<file path="src/rtl/weld_cc_pkg.sv">
// constants and carrier types for the constant-current mode and readout block
package weld_cc_pkg;
  // register offsets on the plain register port
  localparam logic [2:0]  REG_MODE    = 3'h0;
  localparam logic [2:0]  REG_RANGE   = 3'h1;
  localparam logic [2:0]  REG_POUT    = 3'h2;
  localparam logic [2:0]  REG_STATUS  = 3'h3;
  localparam logic [2:0]  REG_LEARNED = 3'h4;
  // reset values
  localparam logic [7:0]  MODE_RST    = 8'h00;
  localparam logic [15:0] RANGE_RST   = 16'h0099;
  localparam logic [7:0]  POUT_RST    = 8'h00;
  // two-digit mode codes, held as bcd
  localparam logic [7:0]  MC_OFF           = 8'h00;
  localparam logic [7:0]  MC_PRI_AUTO_COMP = 8'h10;
  localparam logic [7:0]  MC_PRI_AUTO_MON  = 8'h11;
  localparam logic [7:0]  MC_PRI_PRE_FIRST = 8'h12;
  localparam logic [7:0]  MC_PRI_PRE_LAST  = 8'h19;
  localparam logic [7:0]  MC_SEC_AUTO_COMP = 8'h30;
  localparam logic [7:0]  MC_SEC_AUTO_MON  = 8'h31;
  localparam logic [7:0]  MC_SEC_PRE_COMP  = 8'h32;
  localparam logic [7:0]  MC_SEC_PRE_MON   = 8'h33;
  // range value that selects percent interpretation
  localparam logic [15:0] RANGE_PCT   = 16'h0099;
  // process output codes
  localparam logic [7:0]  POUT_READOUT = 8'h12;
  localparam logic [7:0]  POUT_ALARM   = 8'h13;
  localparam logic [7:0]  POUT_STOP    = 8'h14;
  // alarm valve time, in line cycles
  localparam logic [4:0]  ALARM_LINE_CYCLES = 5'd30;
  // welds sampled during a learning run
  localparam logic [3:0]  LEARN_WELDS = 4'h4;
  // default window is ten percent either side
  localparam logic [15:0] WINDOW_DIV  = 16'h000a;
  localparam int          SCHED_NUM   = 64;

  typedef enum logic [3:0] {
    CC_OFF, PRI_PRE_COMP, PRI_PRE_MON, SEC_PRE_COMP, SEC_PRE_MON,
    PRI_AUTO_COMP, PRI_AUTO_MON, SEC_AUTO_COMP, SEC_AUTO_MON
  } cc_mode_t;

  typedef enum logic [2:0] {
    VIEW_BLANK, VIEW_CURRENT, VIEW_PHASE, VIEW_TAP_UP, VIEW_TAP_DN, VIEW_LO, VIEW_HI
  } view_t;

  typedef enum logic [1:0] {STEP_CURRENT, STEP_LOW, STEP_HIGH} step_t;

  typedef struct packed {
    logic [2:0]  addr;
    logic [15:0] wdata;
    logic        wr;
    logic        rd;
  } bus_req_t;

  typedef struct packed {
    logic        seq_end;
    logic        weld_made;
    logic [15:0] meas;
    logic [7:0]  phase;
    logic        low_out;
    logic        high_out;
    logic [15:0] sensor_peak;
    logic [15:0] sched_cur;
  } weld_res_t;

  typedef struct packed {
    logic        units;
    logic        tens;
    logic        other;
    logic        right;
    logic        enter;
    logic        sel_pct;
    logic        prog_mode;
    logic [15:0] data;
    logic [5:0]  sched;
  } panel_t;

  typedef struct packed {
    view_t       view;
    logic [15:0] value;
    logic        ka;
    logic        flash;
  } disp_t;
endpackage : weld_cc_pkg

</file>
<file path="src/rtl/cc_limit_window.sv">
// high/low limit window check with the default plus/minus ten percent window
`timescale 1ns/100ps
`default_nettype none
module cc_limit_window (
  input  wire logic [15:0] sched_cur,
  input  wire logic [15:0] lim_lo,
  input  wire logic [15:0] lim_hi,
  input  wire logic [15:0] meas,
  output logic             below,
  output logic             above
);
  import weld_cc_pkg::*;

  logic [15:0] tenth;
  logic [16:0] eff_lo;
  logic [16:0] eff_hi;

  // zero limits fall back to the default window; 17 bits keep the upper edge from wrapping
  always_comb begin
    tenth  = sched_cur / WINDOW_DIV;
    eff_lo = (lim_lo == '0) ? {1'b0, sched_cur - tenth} : {1'b0, lim_lo}; // RULE16
    eff_hi = (lim_hi == '0) ? {1'b0, sched_cur} + {1'b0, tenth} : {1'b0, lim_hi}; // RULE16
    below  = {1'b0, meas} < eff_lo;
    above  = {1'b0, meas} > eff_hi;
  end
endmodule : cc_limit_window
`default_nettype wire

</file>
<file path="src/rtl/weld_cc_readout.sv">
// constant-current mode decode, learning capture, end-of-sequence readout and alarms
//
// The register addresses and the address-and-strobe port are this design's own decisions.
`timescale 1ns/100ps
`default_nettype none
// Contract
// RULE1: primary preset monitoring codes report current only, no correction, schedule in percent.
// RULE2: auto-range modes base compensation on maximum output learned in setup.
// RULE3: code 30 compensates via secondary coil; range 00.99 percent, else kA.
// RULE4: code 31 monitors secondary auto-range: display only, no compensation, percent.
// RULE5: code 10 compensates via primary transformer; range 00.99 percent, else kA.
// RULE6: primary auto-range monitoring displays current, no compensation, percent schedule.
// RULE7: primary preset modes set amplifier gain from sensor and range value.
// RULE8: percent item selected before initiation shows average current at sequence end.
// RULE9: after readout, units shows phase, tens shows last kA, others clear.
// RULE10: current shows in kA only after a weld in a kA-capable mode.
// RULE11: output too low shows raise-tap indicator; alternate views stay selectable.
// RULE12: output too high shows lower-tap indicator; alternate views stay selectable.
// RULE13: process output 12 always shows current and flashes low/high on failure.
// RULE14: process output 13 also drives alarm valve for 30 line cycles.
// RULE15: process output 14 holds indicator, halts repeat, locks initiation until button.
// RULE16: zero limits mean default window of programmed current plus/minus ten percent.
// RULE17: in program mode right button steps to low then high limit; enter stores.
// RULE18: learning setup samples several welds, records levels, then sets gain.
// RULE19: mode code 00 disables constant current.
// RULE20: codes 32 and 33 select secondary preset compensation and monitoring.
// RULE21: unassigned mode codes act as constant current disabled.
module weld_cc_readout (
  input  wire logic                  sys_clk,
  input  wire logic                  rst,
  input  wire weld_cc_pkg::bus_req_t bus,
  output logic [15:0]                rdata,
  input  wire weld_cc_pkg::weld_res_t res,
  input  wire weld_cc_pkg::panel_t   panel,
  input  wire logic                  line_tick,
  input  wire logic                  learn_start,
  output weld_cc_pkg::disp_t         disp,
  output logic                       tap_up_ind,
  output logic                       lower_tap_indicator,
  output logic                       alarm_valve,
  output logic                       init_lockout,
  output logic                       repeat_halt,
  output logic                       comp_en,
  output logic                       ka_units,
  output logic                       sensor_sec,
  output logic [15:0]                amp_gain,
  output logic                       learn_busy
);
  import weld_cc_pkg::*;

  typedef struct packed {
    logic [7:0]  mode_code;
    logic [15:0] range;
    logic [7:0]  pout;
    logic [15:0] rdata;
    disp_t       disp;
    logic        readout;
    logic [15:0] last_meas;
    logic        tap_up;
    logic        tap_dn;
    logic        alarm;
    logic [4:0]  alarm_cnt;
    logic        lockout;
    logic        halt;
    logic        comp_en;
    logic        ka_units;
    logic        sensor_sec;
    logic [15:0] gain;
    logic        learning;
    logic [3:0]  learn_cnt;
    logic [15:0] learn_max;
    step_t       step;
  } st_t;

  st_t st;
  st_t next_st;

  // per-schedule limit storage, kept outside the state word to avoid a huge register
  logic [15:0] lim_lo_mem [SCHED_NUM];
  logic [15:0] lim_hi_mem [SCHED_NUM];

  cc_mode_t kind;
  logic     pct_mode;
  logic     ka_ok;
  logic     comp;
  logic     cc_on;
  logic     auto_rng;
  logic     sec;
  logic     po_cc;
  logic     below;
  logic     above;
  logic     any_btn;
  logic     entry_on;
  logic     wr_lo;
  logic     wr_hi;

  // mode code decode; anything unlisted falls to constant current off
  always_comb begin
    kind = CC_OFF; // RULE19 RULE21
    if (st.mode_code == MC_PRI_AUTO_COMP) begin
      kind = PRI_AUTO_COMP; // RULE5
    end else if (st.mode_code == MC_PRI_AUTO_MON) begin
      kind = PRI_AUTO_MON; // RULE6
    end else if (st.mode_code == MC_SEC_AUTO_COMP) begin
      kind = SEC_AUTO_COMP; // RULE3
    end else if (st.mode_code == MC_SEC_AUTO_MON) begin
      kind = SEC_AUTO_MON; // RULE4
    end else if (st.mode_code == MC_SEC_PRE_COMP) begin
      kind = SEC_PRE_COMP; // RULE20
    end else if (st.mode_code == MC_SEC_PRE_MON) begin
      kind = SEC_PRE_MON; // RULE20
    end else if (st.mode_code >= MC_PRI_PRE_FIRST && st.mode_code <= MC_PRI_PRE_LAST) begin
      // odd codes monitor, even codes compensate
      kind = st.mode_code[0] ? PRI_PRE_MON : PRI_PRE_COMP; // RULE1
    end
  end

  // per-mode properties; monitoring modes never take kA schedules
  always_comb begin
    pct_mode = (st.range == RANGE_PCT);
    cc_on    = (kind != CC_OFF);
    sec      = (kind == SEC_PRE_COMP) || (kind == SEC_PRE_MON) ||
               (kind == SEC_AUTO_COMP) || (kind == SEC_AUTO_MON);
    auto_rng = (kind == PRI_AUTO_COMP) || (kind == PRI_AUTO_MON) ||
               (kind == SEC_AUTO_COMP) || (kind == SEC_AUTO_MON);
    comp     = (kind == PRI_PRE_COMP) || (kind == SEC_PRE_COMP) ||
               (kind == PRI_AUTO_COMP) || (kind == SEC_AUTO_COMP);
    case (kind)
      PRI_PRE_COMP, SEC_PRE_COMP:   ka_ok = 1'b1;
      PRI_AUTO_COMP, SEC_AUTO_COMP: ka_ok = !pct_mode; // RULE3 RULE5
      default:                      ka_ok = 1'b0; // RULE1 RULE4 RULE6
    endcase
    po_cc    = (st.pout == POUT_READOUT) || (st.pout == POUT_ALARM) || (st.pout == POUT_STOP);
    any_btn  = panel.units || panel.tens || panel.other || panel.right || panel.enter;
    entry_on = panel.prog_mode && panel.sel_pct;
    wr_lo    = entry_on && panel.enter && (st.step == STEP_LOW); // RULE17
    wr_hi    = entry_on && panel.enter && (st.step == STEP_HIGH); // RULE17
  end

  cc_limit_window u_window ( // RULE16
    .sched_cur (res.sched_cur),
    .lim_lo    (lim_lo_mem[panel.sched]),
    .lim_hi    (lim_hi_mem[panel.sched]),
    .meas      (res.meas),
    .below     (below),
    .above     (above)
  );

  // next-state logic; button clears are applied before sequence-end sets so a set wins
  always_comb begin
    next_st       = st;
    next_st.rdata = '0;
    // register writes
    if (bus.wr) begin
      case (bus.addr)
        REG_MODE:  next_st.mode_code = bus.wdata[7:0];
        REG_RANGE: next_st.range     = bus.wdata;
        REG_POUT:  next_st.pout      = bus.wdata[7:0];
        default:   ;
      endcase
    end
    // register reads, unmapped offsets read zero
    if (bus.rd) begin
      case (bus.addr)
        REG_MODE:    next_st.rdata = {8'h00, st.mode_code};
        REG_RANGE:   next_st.rdata = st.range;
        REG_POUT:    next_st.rdata = {8'h00, st.pout};
        REG_STATUS:  next_st.rdata = {5'h00, st.halt, st.lockout, st.alarm, st.learning,
                                      ka_ok, comp, sec, kind};
        REG_LEARNED: next_st.rdata = st.learn_max;
        default:     next_st.rdata = '0;
      endcase
    end
    next_st.comp_en    = comp; // RULE1 RULE4 RULE6 RULE19
    next_st.ka_units   = ka_ok;
    next_st.sensor_sec = sec;
    // learned maximum drives gain in auto range, the range value in preset range
    next_st.gain = auto_rng ? st.learn_max : st.range; // RULE2 RULE7
    // learning run: sample the sensor peak over a fixed number of welds
    if (learn_start && auto_rng && !st.learning) begin
      next_st.learning  = 1'b1; // RULE18
      next_st.learn_cnt = '0;
      next_st.learn_max = '0;
    end else if (st.learning && res.seq_end) begin
      if (res.sensor_peak > st.learn_max) begin
        next_st.learn_max = res.sensor_peak; // RULE18
      end
      next_st.learn_cnt = st.learn_cnt + 4'h1;
      if (st.learn_cnt == LEARN_WELDS - 4'h1) begin
        next_st.learning = 1'b0; // RULE18
      end
    end
    // alarm valve counts line cycles, not clock cycles
    if (st.alarm && line_tick) begin
      next_st.alarm_cnt = st.alarm_cnt + 5'd1;
      if (st.alarm_cnt == ALARM_LINE_CYCLES - 5'd1) begin
        next_st.alarm = 1'b0; // RULE14
      end
    end
    // any front panel button releases the stop lockout
    if (any_btn) begin
      next_st.lockout = 1'b0; // RULE15
      next_st.halt    = 1'b0; // RULE15
    end
    // data buttons pick alternate views while a readout stands
    if (st.readout) begin
      if (panel.units) begin
        next_st.disp.view  = VIEW_PHASE; // RULE9 RULE11 RULE12
        next_st.disp.value = {8'h00, res.phase};
        next_st.disp.flash = 1'b0;
      end else if (panel.tens) begin
        next_st.disp.view  = VIEW_CURRENT; // RULE9
        next_st.disp.value = st.last_meas;
        next_st.disp.flash = 1'b0;
      end else if (any_btn) begin
        next_st.disp.view  = VIEW_BLANK; // RULE9
        next_st.disp.flash = 1'b0;
        next_st.readout    = 1'b0;
      end
    end
    // end of sequence readout; a learning run shows nothing
    if (res.seq_end && !st.learning) begin
      if (cc_on && (po_cc || panel.sel_pct)) begin
        next_st.readout    = 1'b1; // RULE8 RULE13
        next_st.last_meas  = res.meas;
        next_st.disp.value = res.meas;
        next_st.disp.ka    = res.weld_made && ka_ok; // RULE10
        next_st.disp.view  = VIEW_CURRENT;
        next_st.disp.flash = 1'b0;
        if (po_cc && (below || above)) begin
          next_st.disp.view  = below ? VIEW_LO : VIEW_HI; // RULE13
          // the stop code holds the indicator steady instead of flashing
          next_st.disp.flash = (st.pout != POUT_STOP); // RULE13 RULE15
          if (st.pout == POUT_ALARM) begin
            next_st.alarm     = 1'b1; // RULE14
            next_st.alarm_cnt = '0;
          end
          if (st.pout == POUT_STOP) begin
            next_st.lockout = 1'b1; // RULE15
            next_st.halt    = 1'b1; // RULE15
          end
        end else if (!po_cc && res.low_out) begin
          next_st.disp.view = VIEW_TAP_UP; // RULE11
        end else if (!po_cc && res.high_out) begin
          next_st.disp.view = VIEW_TAP_DN; // RULE12
        end
      end else begin
        next_st.readout   = 1'b0;
        next_st.disp.view = VIEW_BLANK;
        next_st.disp.ka   = 1'b0; // RULE10
      end
    end
    next_st.tap_up = (next_st.disp.view == VIEW_TAP_UP); // RULE11
    next_st.tap_dn = (next_st.disp.view == VIEW_TAP_DN); // RULE12
    // limit entry stepping under the percent-current item
    if (!entry_on) begin
      next_st.step = STEP_CURRENT;
    end else if (panel.right) begin
      case (st.step)
        STEP_CURRENT: next_st.step = STEP_LOW; // RULE17
        STEP_LOW:     next_st.step = STEP_HIGH; // RULE17
        default:      next_st.step = STEP_CURRENT;
      endcase
    end
  end

  // state register
  always_ff @(posedge sys_clk) begin
    if (rst) begin
      st           <= '0;
      st.mode_code <= MODE_RST;
      st.range     <= RANGE_RST;
      st.pout      <= POUT_RST;
      st.disp.view <= VIEW_BLANK;
      st.step      <= STEP_CURRENT;
    end else begin
      st <= next_st;
    end
  end

  // limit memory; zero at reset so the default window applies until programmed
  always_ff @(posedge sys_clk) begin
    if (rst) begin
      for (int i = 0; i < SCHED_NUM; i++) begin
        lim_lo_mem[i] <= '0;
        lim_hi_mem[i] <= '0;
      end
    end else begin
      if (wr_lo) begin
        lim_lo_mem[panel.sched] <= panel.data; // RULE17
      end
      if (wr_hi) begin
        lim_hi_mem[panel.sched] <= panel.data; // RULE17
      end
    end
  end

  // outputs come straight from the state register
  assign rdata               = st.rdata;
  assign disp                = st.disp;
  assign tap_up_ind          = st.tap_up;
  assign lower_tap_indicator = st.tap_dn;
  assign alarm_valve         = st.alarm;
  assign init_lockout        = st.lockout;
  assign repeat_halt         = st.halt;
  assign comp_en             = st.comp_en;
  assign ka_units            = st.ka_units;
  assign sensor_sec          = st.sensor_sec;
  assign amp_gain            = st.gain;
  assign learn_busy          = st.learning;
endmodule : weld_cc_readout
`default_nettype wire

</file>
<file path="config.mk">
export PLATFORM = sky130hd
export DESIGN_NAME = weld_cc_readout
export DESIGN_NICKNAME = d
export VERILOG_FILES = /design/src/rtl/weld_cc_pkg.sv /design/src/rtl/cc_limit_window.sv /design/src/rtl/weld_cc_readout.sv
export SDC_FILE = /design/constraint.sdc
export NUM_CORES = 2
export LEC_CHECK = 0
export ABC_CLOCK_PERIOD_IN_PS = 10910
export BUFFER_PORTS_ARGS = -buffer_cell sky130_fd_sc_hd__buf_2
export CORE_ASPECT_RATIO = 0.6
export CORE_MARGIN = 2
export CORE_UTILIZATION = 60
export CTS_CLUSTER_SIZE = 12
export DETAILED_ROUTE_END_ITERATION = 7
export PLACE_DENSITY_LB_ADDON = 0.12
export SLEW_MARGIN = 5
export SYNTH_ARGS = -nofsm -noshare
export SYNTH_HDL_FRONTEND = slang
export SYNTH_SLANG_ARGS = --single-unit
</file>
<file path="constraint.sdc">
create_clock -name sys_clk -period 10.91 [get_ports sys_clk]
set_input_delay 0 -clock sys_clk [delete_from_list [all_inputs] [get_ports sys_clk]]
set_output_delay 0 -clock sys_clk [all_outputs]
set_load 0.02 [all_outputs]
</file>
# Word level (Yosys, flattened, before mapping)

Memory sizes are Yosys's and may differ from the RTL's.
Cells that the tools add are included.

Word-level logic and storage cells: 184
Bits in writable memories: 2048
Memory bits (read-only): 0
Input port bits: 114
Register bits after elaboration: 138
Latch bits: 0
Memories: 2

Memory list:

| name       | words | width | rd ports | clocked after memory_dff | write ports | line                  | source |
|---|---|---|---|---|---|---|---|
| lim_hi_mem | 64    | 16    | 1        | 0                        | 64          | weld_cc_readout.sv:80 | `logic [15:0] lim_hi_mem [SCHED_NUM];` |
| lim_lo_mem | 64    | 16    | 1        | 0                        | 64          | weld_cc_readout.sv:79 | `logic [15:0] lim_lo_mem [SCHED_NUM];` |

Equal/unequal tests: 28
Shift-type cells: 0
Reduce and logical (&&, ||, !) cells: 55
Divide/modulo/power cells: 1
$lt $le $gt $ge: 5
Mux-type cells: 63
Add/sub/neg operators: 4
$mul: 0
Bitwise gates (word level): 2

Operator list:

| cell                    | count |
|---|---|
| $mux W16                | 8 |
| $pmux W16 S5            | 1 |
| $mux W21                | 2 |
| $eq A8 B5 Y1 const B    | 5 |
| $mux W19                | 2 |
| $mux W38                | 1 |
| $eq A8 B6 Y1 const B    | 4 |
| $logic_not A16 Y1       | 2 |
| $reduce_or A16 Y1       | 2 |
| $mux W3                 | 8 |
| $mux W6                 | 4 |
| $mux W8                 | 3 |
| $mux W1                 | 20 |
| $add A16 B16 Y17        | 1 |
| $gt A16 B17 Y1          | 1 |
| $logic_or A1 B1 Y1      | 17 |
| $lt A16 B17 Y1          | 1 |
| $mux W17                | 1 |
| $div A16 B4 Y16 const B | 1 |
| $eq A16 B8 Y1 const B   | 1 |
| $eq A4 B3 Y1 const B    | 4 |
| $gt A16 B16 Y1          | 1 |
| $mux W4                 | 4 |
| $sub A16 B16 Y16        | 1 |
| 26 further kinds        | 63 |

# Depth between registers and ports, before layout

Word-level depth: 17
Mapped depth: 47

# By module

From an unflattened synthesis, not the netlist that was laid out.

Cell total of the unflattened synthesis: 8098
Area, all modules: 104591.6 um^2

By module, submodules not included:

| module          | cells each | instances | area an instance (um^2) |
|---|---|---|---|
| weld_cc_readout | 7541       | 1         | 100450.1 |
| cc_limit_window | 557        | 1         | 4141.5 |

# Worst setup path after synthesis

OpenSTA, ideal clock, no wires.

Kind: input to register
Start point: input res[11] (netlist bit)
End point: register, netlist name disp[0]
Path buffers: 4
Library setup time: 0.117 ns
Cell stages on the path: 44
Setup slack: 3.274 ns
Data required time: 10.793 ns
Arrival: 7.519 ns
Cells stage by stage: buf_2 and3_1 o31a_1 a211oi_2 o21ai_1 o32ai_2 or3_1 buf_4 nor2_1 o311a_2 nor2_8 inv_4 a221o_1 o22ai_2 buf_6 o32ai_1 o21ai_0 o2111ai_1 [... 8 more ...] a21oi_1 o21bai_1 a21oi_1 o21bai_1 a21oi_1 nor2b_1 o21ai_0 xor2_1 nand2_1 o21ai_0 ha_1 a21boi_0 o21ai_0 nand2b_1 and3_1 o211a_1 buf_2 a32o_1

Cells in the longest elaborated chain, start to end: 9
Elaborated cells between the ends (all ways): 12
Those cells by class: 2 x add/sub; 1 x div; 2 x order compare; 5 x mux; 2 x reduce/logical

RTL lines:

| what                                                 | line                                         | source |
|---|---|---|
| from (decl)                                          | weld_cc_readout.sv:33                        | `input wire weld_cc_pkg::weld_res_t res,` |
| $div A16 B4 Y16                                      | cc_limit_window.sv:20                        | `tenth = sched_cur / WINDOW_DIV;` |
| $sub A16 B16 Y16 or $add A16 B16 Y17 (tied branches) | cc_limit_window.sv:21, cc_limit_window.sv:22 |  |
| $mux W16 or $mux W17 (tied branches)                 | cc_limit_window.sv:21, cc_limit_window.sv:22 |  |
| $lt A16 B17 Y1 or $gt A16 B17 Y1 (tied branches)     | cc_limit_window.sv:23, cc_limit_window.sv:24 |  |
| $logic_or A1 B1 Y1 (*)                               | weld_cc_readout.sv:230                       | `if (po_cc && (below \|\| above)) begin` |
| $logic_and A1 B1 Y1 (*)                              | weld_cc_readout.sv:230                       |  |
| $mux W1 (*)                                          | weld_cc_readout.sv:230                       |  |
| $mux W1 (*)                                          | weld_cc_readout.sv:223                       | `if (cc_on && (po_cc \|\| panel.sel_pct)) begin` |
| $mux W38 (*)                                         | weld_cc_readout.sv:222                       | `if (res.seq_end && !st.learning) begin` |

Mark *: on every way between the ends. The rest lies on a longest branch, timed or not.
A chain may end at the register's enable or synchronous reset.

# Worst setup path in the final report

Start point: input res[14] (netlist bit)
End point: register st, in the netlist lower_tap_indicator

Cells in the longest elaborated chain, start to end: 10
Elaborated cells between the ends (all ways): 14
Those cells by class: 2 x add/sub; 1 x div; 2 x order compare; 1 x eq/ne; 6 x mux; 2 x reduce/logical

RTL lines:

| what                                                 | line                                         | source |
|---|---|---|
| $div A16 B4 Y16                                      | cc_limit_window.sv:20                        |  |
| $sub A16 B16 Y16 or $add A16 B16 Y17 (tied branches) | cc_limit_window.sv:21, cc_limit_window.sv:22 |  |
| $mux W16 or $mux W17 (tied branches)                 | cc_limit_window.sv:21, cc_limit_window.sv:22 |  |
| $lt A16 B17 Y1 or $gt A16 B17 Y1 (tied branches)     | cc_limit_window.sv:23, cc_limit_window.sv:24 |  |
| $logic_or A1 B1 Y1                                   | weld_cc_readout.sv:230                       |  |
| $logic_and A1 B1 Y1                                  | weld_cc_readout.sv:230                       |  |
| $mux W3 (*)                                          | weld_cc_readout.sv:230                       |  |
| $mux W3 (*)                                          | weld_cc_readout.sv:223                       |  |
| $mux W38 (*)                                         | weld_cc_readout.sv:222                       |  |
| $eq A3 B3 Y1 (*)                                     | weld_cc_readout.sv:254                       | `next_st.tap_dn = (next_st.disp.view == VIEW_TAP_DN);` |
| to (signal assigned)                                 | weld_cc_readout.sv:277                       | `st <= next_st;` |
| to (decl)                                            | weld_cc_readout.sv:75                        | `st_t st;` |

Marked as above.

==> flow_summary.yaml <==
synth:
  seq_area_frac_synth: 0.6186
  synth-compound-area-share: 0.09783
  ys_types: 102
  async_reset_ff_frac: 0
  synth_top_family_by_area: "simple AND/OR/NAND/NOR gates"
  synth-edff-count: 2048
  syn_inst: 8188
  muxShareOfSynthArea: 0.07145
  synth-adder-area-share: 0.009853
  syn_area_per_cell_um2: 12.69
  synth-simple-area-share: 0.1623
  ys.flop_type: "edfxtp_1"
  synth-seq-cells: 2186
  synth_xor_xnor_area_share: 0.003373
  netlist_area_um2: 103900
  synth_nets: 8381
  ys.warnings.count: 0
global_routing:
  grt_usage: 0.3989
  grt_pass1_vias: 69130
  grt_pass1_wl_um: 506700
  grt_overflow_total: 0
  antenna_found_initial: 20
  grt_max_degree: 96
timing:
  tightestPinTransition_ns: 1.497
  min_period_over_period: 0.8619
  rsz0062_at_grt: "false"
  skew_ns: 0.04642
  fin_crit_ns: 9.404
  finalHoldViolations: 0
  final.setup.tns_ns: 0
  whs_ns: 0.03115
  drv_slew: 1
  setup_viol: 0
  max_freq_ghz: 0.1063
  slew-limit-headroom: -0.008442
floorplan:
  start_util: 0.6029
  ioPinCount: 176
  row_count: 118
  fp.dieW_um: 541.2
  die_area_um2: 176600
  core_area_um2: 172300
  die_y_um: 326.3
setup_path:
  cp_top_family: "compound AO/OA/AOI/OAI gates"
  r2r_start: "lim_hi_mem[34][10]$_SDFFCE_PN0P_"
  worstPathMaxFanout: 18
  startpoint_type: "input port"
  slowest_delay_ns: 0.69
  startpoint: "res[14]"
  worstPathArrival_ns: 10.14
  end_kind: "register"
  cp_common_cell: "a21oi_1"
  crit_slowest_cell: "a211oi_2"
  critPathRequiredTime_ns: 11.65
  crit_type: "input port to register"
  crit_buf_inv: 4
placement:
  postPlaceCellArea_um2: 107000
  portBuffers: 175
  routabilityCongestion: 0.9743
  dp_hpwl_um: 219200
route:
  drtIter0Drc: 12850
  post-route-drc-count: 0
  wl_um: 356700
  ant_nets: 0
  dr.pass1.iters: 8
  detail_route.wl_per_cell_um: 33.57
  num_vias: 73470
  via_per_inst: 6.914
clock_tree:
  h-tree-depth: 4
  ctsHoldBuffers: 188
  cts_tree: "yes"
  cts_buffers: 213
  cts_resized: 0
  cts.path.max_buffers: 4
  clk_latency_ns: 0.87
  cts-root-buf: "clkbuf_16"
  clkTransAtPathRegs_ns: 0.06
  post_cts_buffers: 0
  clock-sinks: 2186
cells_and_area:
  n_fill_cell: 12310
  final_area_um2: 114600
  layout_commonest_cell: "and2_1"
  fin_nets: 8454
  finish.utilization: 0.6651
  final_cell_mix: "2,058 x and2_1, 2,048 x edfxtp_1, 377 x nor2_1, 338 x a21oi_1, 333 x a221oi_1"
  syn2layout_area_growth_pct: 10.32
  layout-drive-gt1-share: 0.1368
power:
  p_leak_nw: 42.63
  ir_drop_mv: 0.1246
  powerDensity_nw_per_um2: 157.9
run_status:
  violations: "capacitance limit, slew limit"
  run_status: "finished, violations left"
hold_path:
  worst_hold_path_type: "input port to register"
  min_from: "res[54]"
run:
  maxCapViolCount: 1
[Yosys cell counts (106+ instances only)]
cell / count / area, um2
and2_1: 2060 / 12890
nor2_1: 389 / 1460
mux2_2: 181 / 2038
o21ai_0: 266 / 1331
a22oi_1: 106 / 795.8
buf_2: 114 / 570.6
nand2_1: 289 / 1085
a221oi_1: 333 / 2917
mux4_2: 125 / 2815
edfxtp_1: 2048 / 61500
o22ai_1: 132 / 825.8
dfxtp_1: 138 / 2763
a21oi_1: 338 / 1692
mux2i_1: 251 / 2512
clkbuf_1: 573 / 2151
[final timing paths]
path | end | slack, ns | cells past startpoint
worst max-delay path | lower_tap_indicator$_SDFF_PP0_ | 1.51 | 43
worst min-delay path | st[64]$_SDFFE_PP0P_ | 0.03 | 4
worst max register to register | lower_tap_indicator$_SDFF_PP0_ | 3.48 | 29
worst min register to register | st[65]$_SDFFE_PP0P_ | 0.45 | 2
[worst register-to-register path: cells and delay by family (launching register included)]
| kind | cells | cell delay (ns) |
|---|---|---|
| muxes | 1 | 0.14 |
| buffers and inverters | 2 | 0.83 |
| adders and majority gates | 1 | 0.31 |
| and+or+nand+nor | 8 | 1.82 |
| DFF | 1 | 0.36 |
| AOI/OAI and AO/OA | 17 | 3.84 |
[power breakdown]
part           leakage (nW)  switching, mW  internal [mW]
combinational          17.4           1.42          0.560
clock                  2.78           3.11           3.55
sequential             22.5         0.0730           9.38
[through the flow]
step	std cells	power [mW]	worst slack (ns)
3_3_place_gp	10140	11.44	1.516
2_1_floorplan	8188	10.66	3.274
6_report	10630	18.10	1.506
3_5_place_dp	10140	11.46	1.396
4_1_cts	10620	17.96	1.723
5_1_grt	10620	18.45	0.7600
[sequential cells by signal, summed over array words and instances (netlist names)]
register             flops
lim_hi_mem            1024
lim_lo_mem            1024
st                      76
disp                    21
amp_gain                16
rdata                   16
alarm_valve              1
comp_en                  1
init_lockout             1
ka_units                 1
learn_busy               1
lower_tap_indicator      1
repeat_halt              1
sensor_sec               1
tap_up_ind               1
[layer usage]
metal	up-vias	part of all wire	global-route usage
met4	16	0.036	0.1195
li1	30020	-	-
met5	-	0.00074	0.006361
met1	36510	0.39	0.5945
met3	890	0.18	0.1827
met2	6025	0.39	0.5160
[kinds of logic (layout without fill, tap and decap cells)]
logic type,Yosys count,after routing
other,0,7
adder cells (fa/ha/maj),81,81
buffers and inverters,885,1036
flip-flops,2186,2186
AO/OA/AOI/OAI,1476,1476
multiplexers,562,562
AND/OR/NAND/NOR,2958,2958
XOR/XNOR,40,40
[cell type report]
class | instances | area (um2) | area share
inverters | 65 | 266.5 | 0.002326
clock inverters | 15 | 115.1 | 0.001004
multi-input cells | 5117 | 36140 | 0.3154
flip-flops and latches | 2186 | 64260 | 0.5608
clock buffers | 278 | 5589 | 0.04877
repair buffers | 678 | 5355 | 0.04673
well taps | 2280 | 2853 | 0.02489
diodes | 7 | 17.52 | 0.0001529
Power figures use the tool's default switching activity.
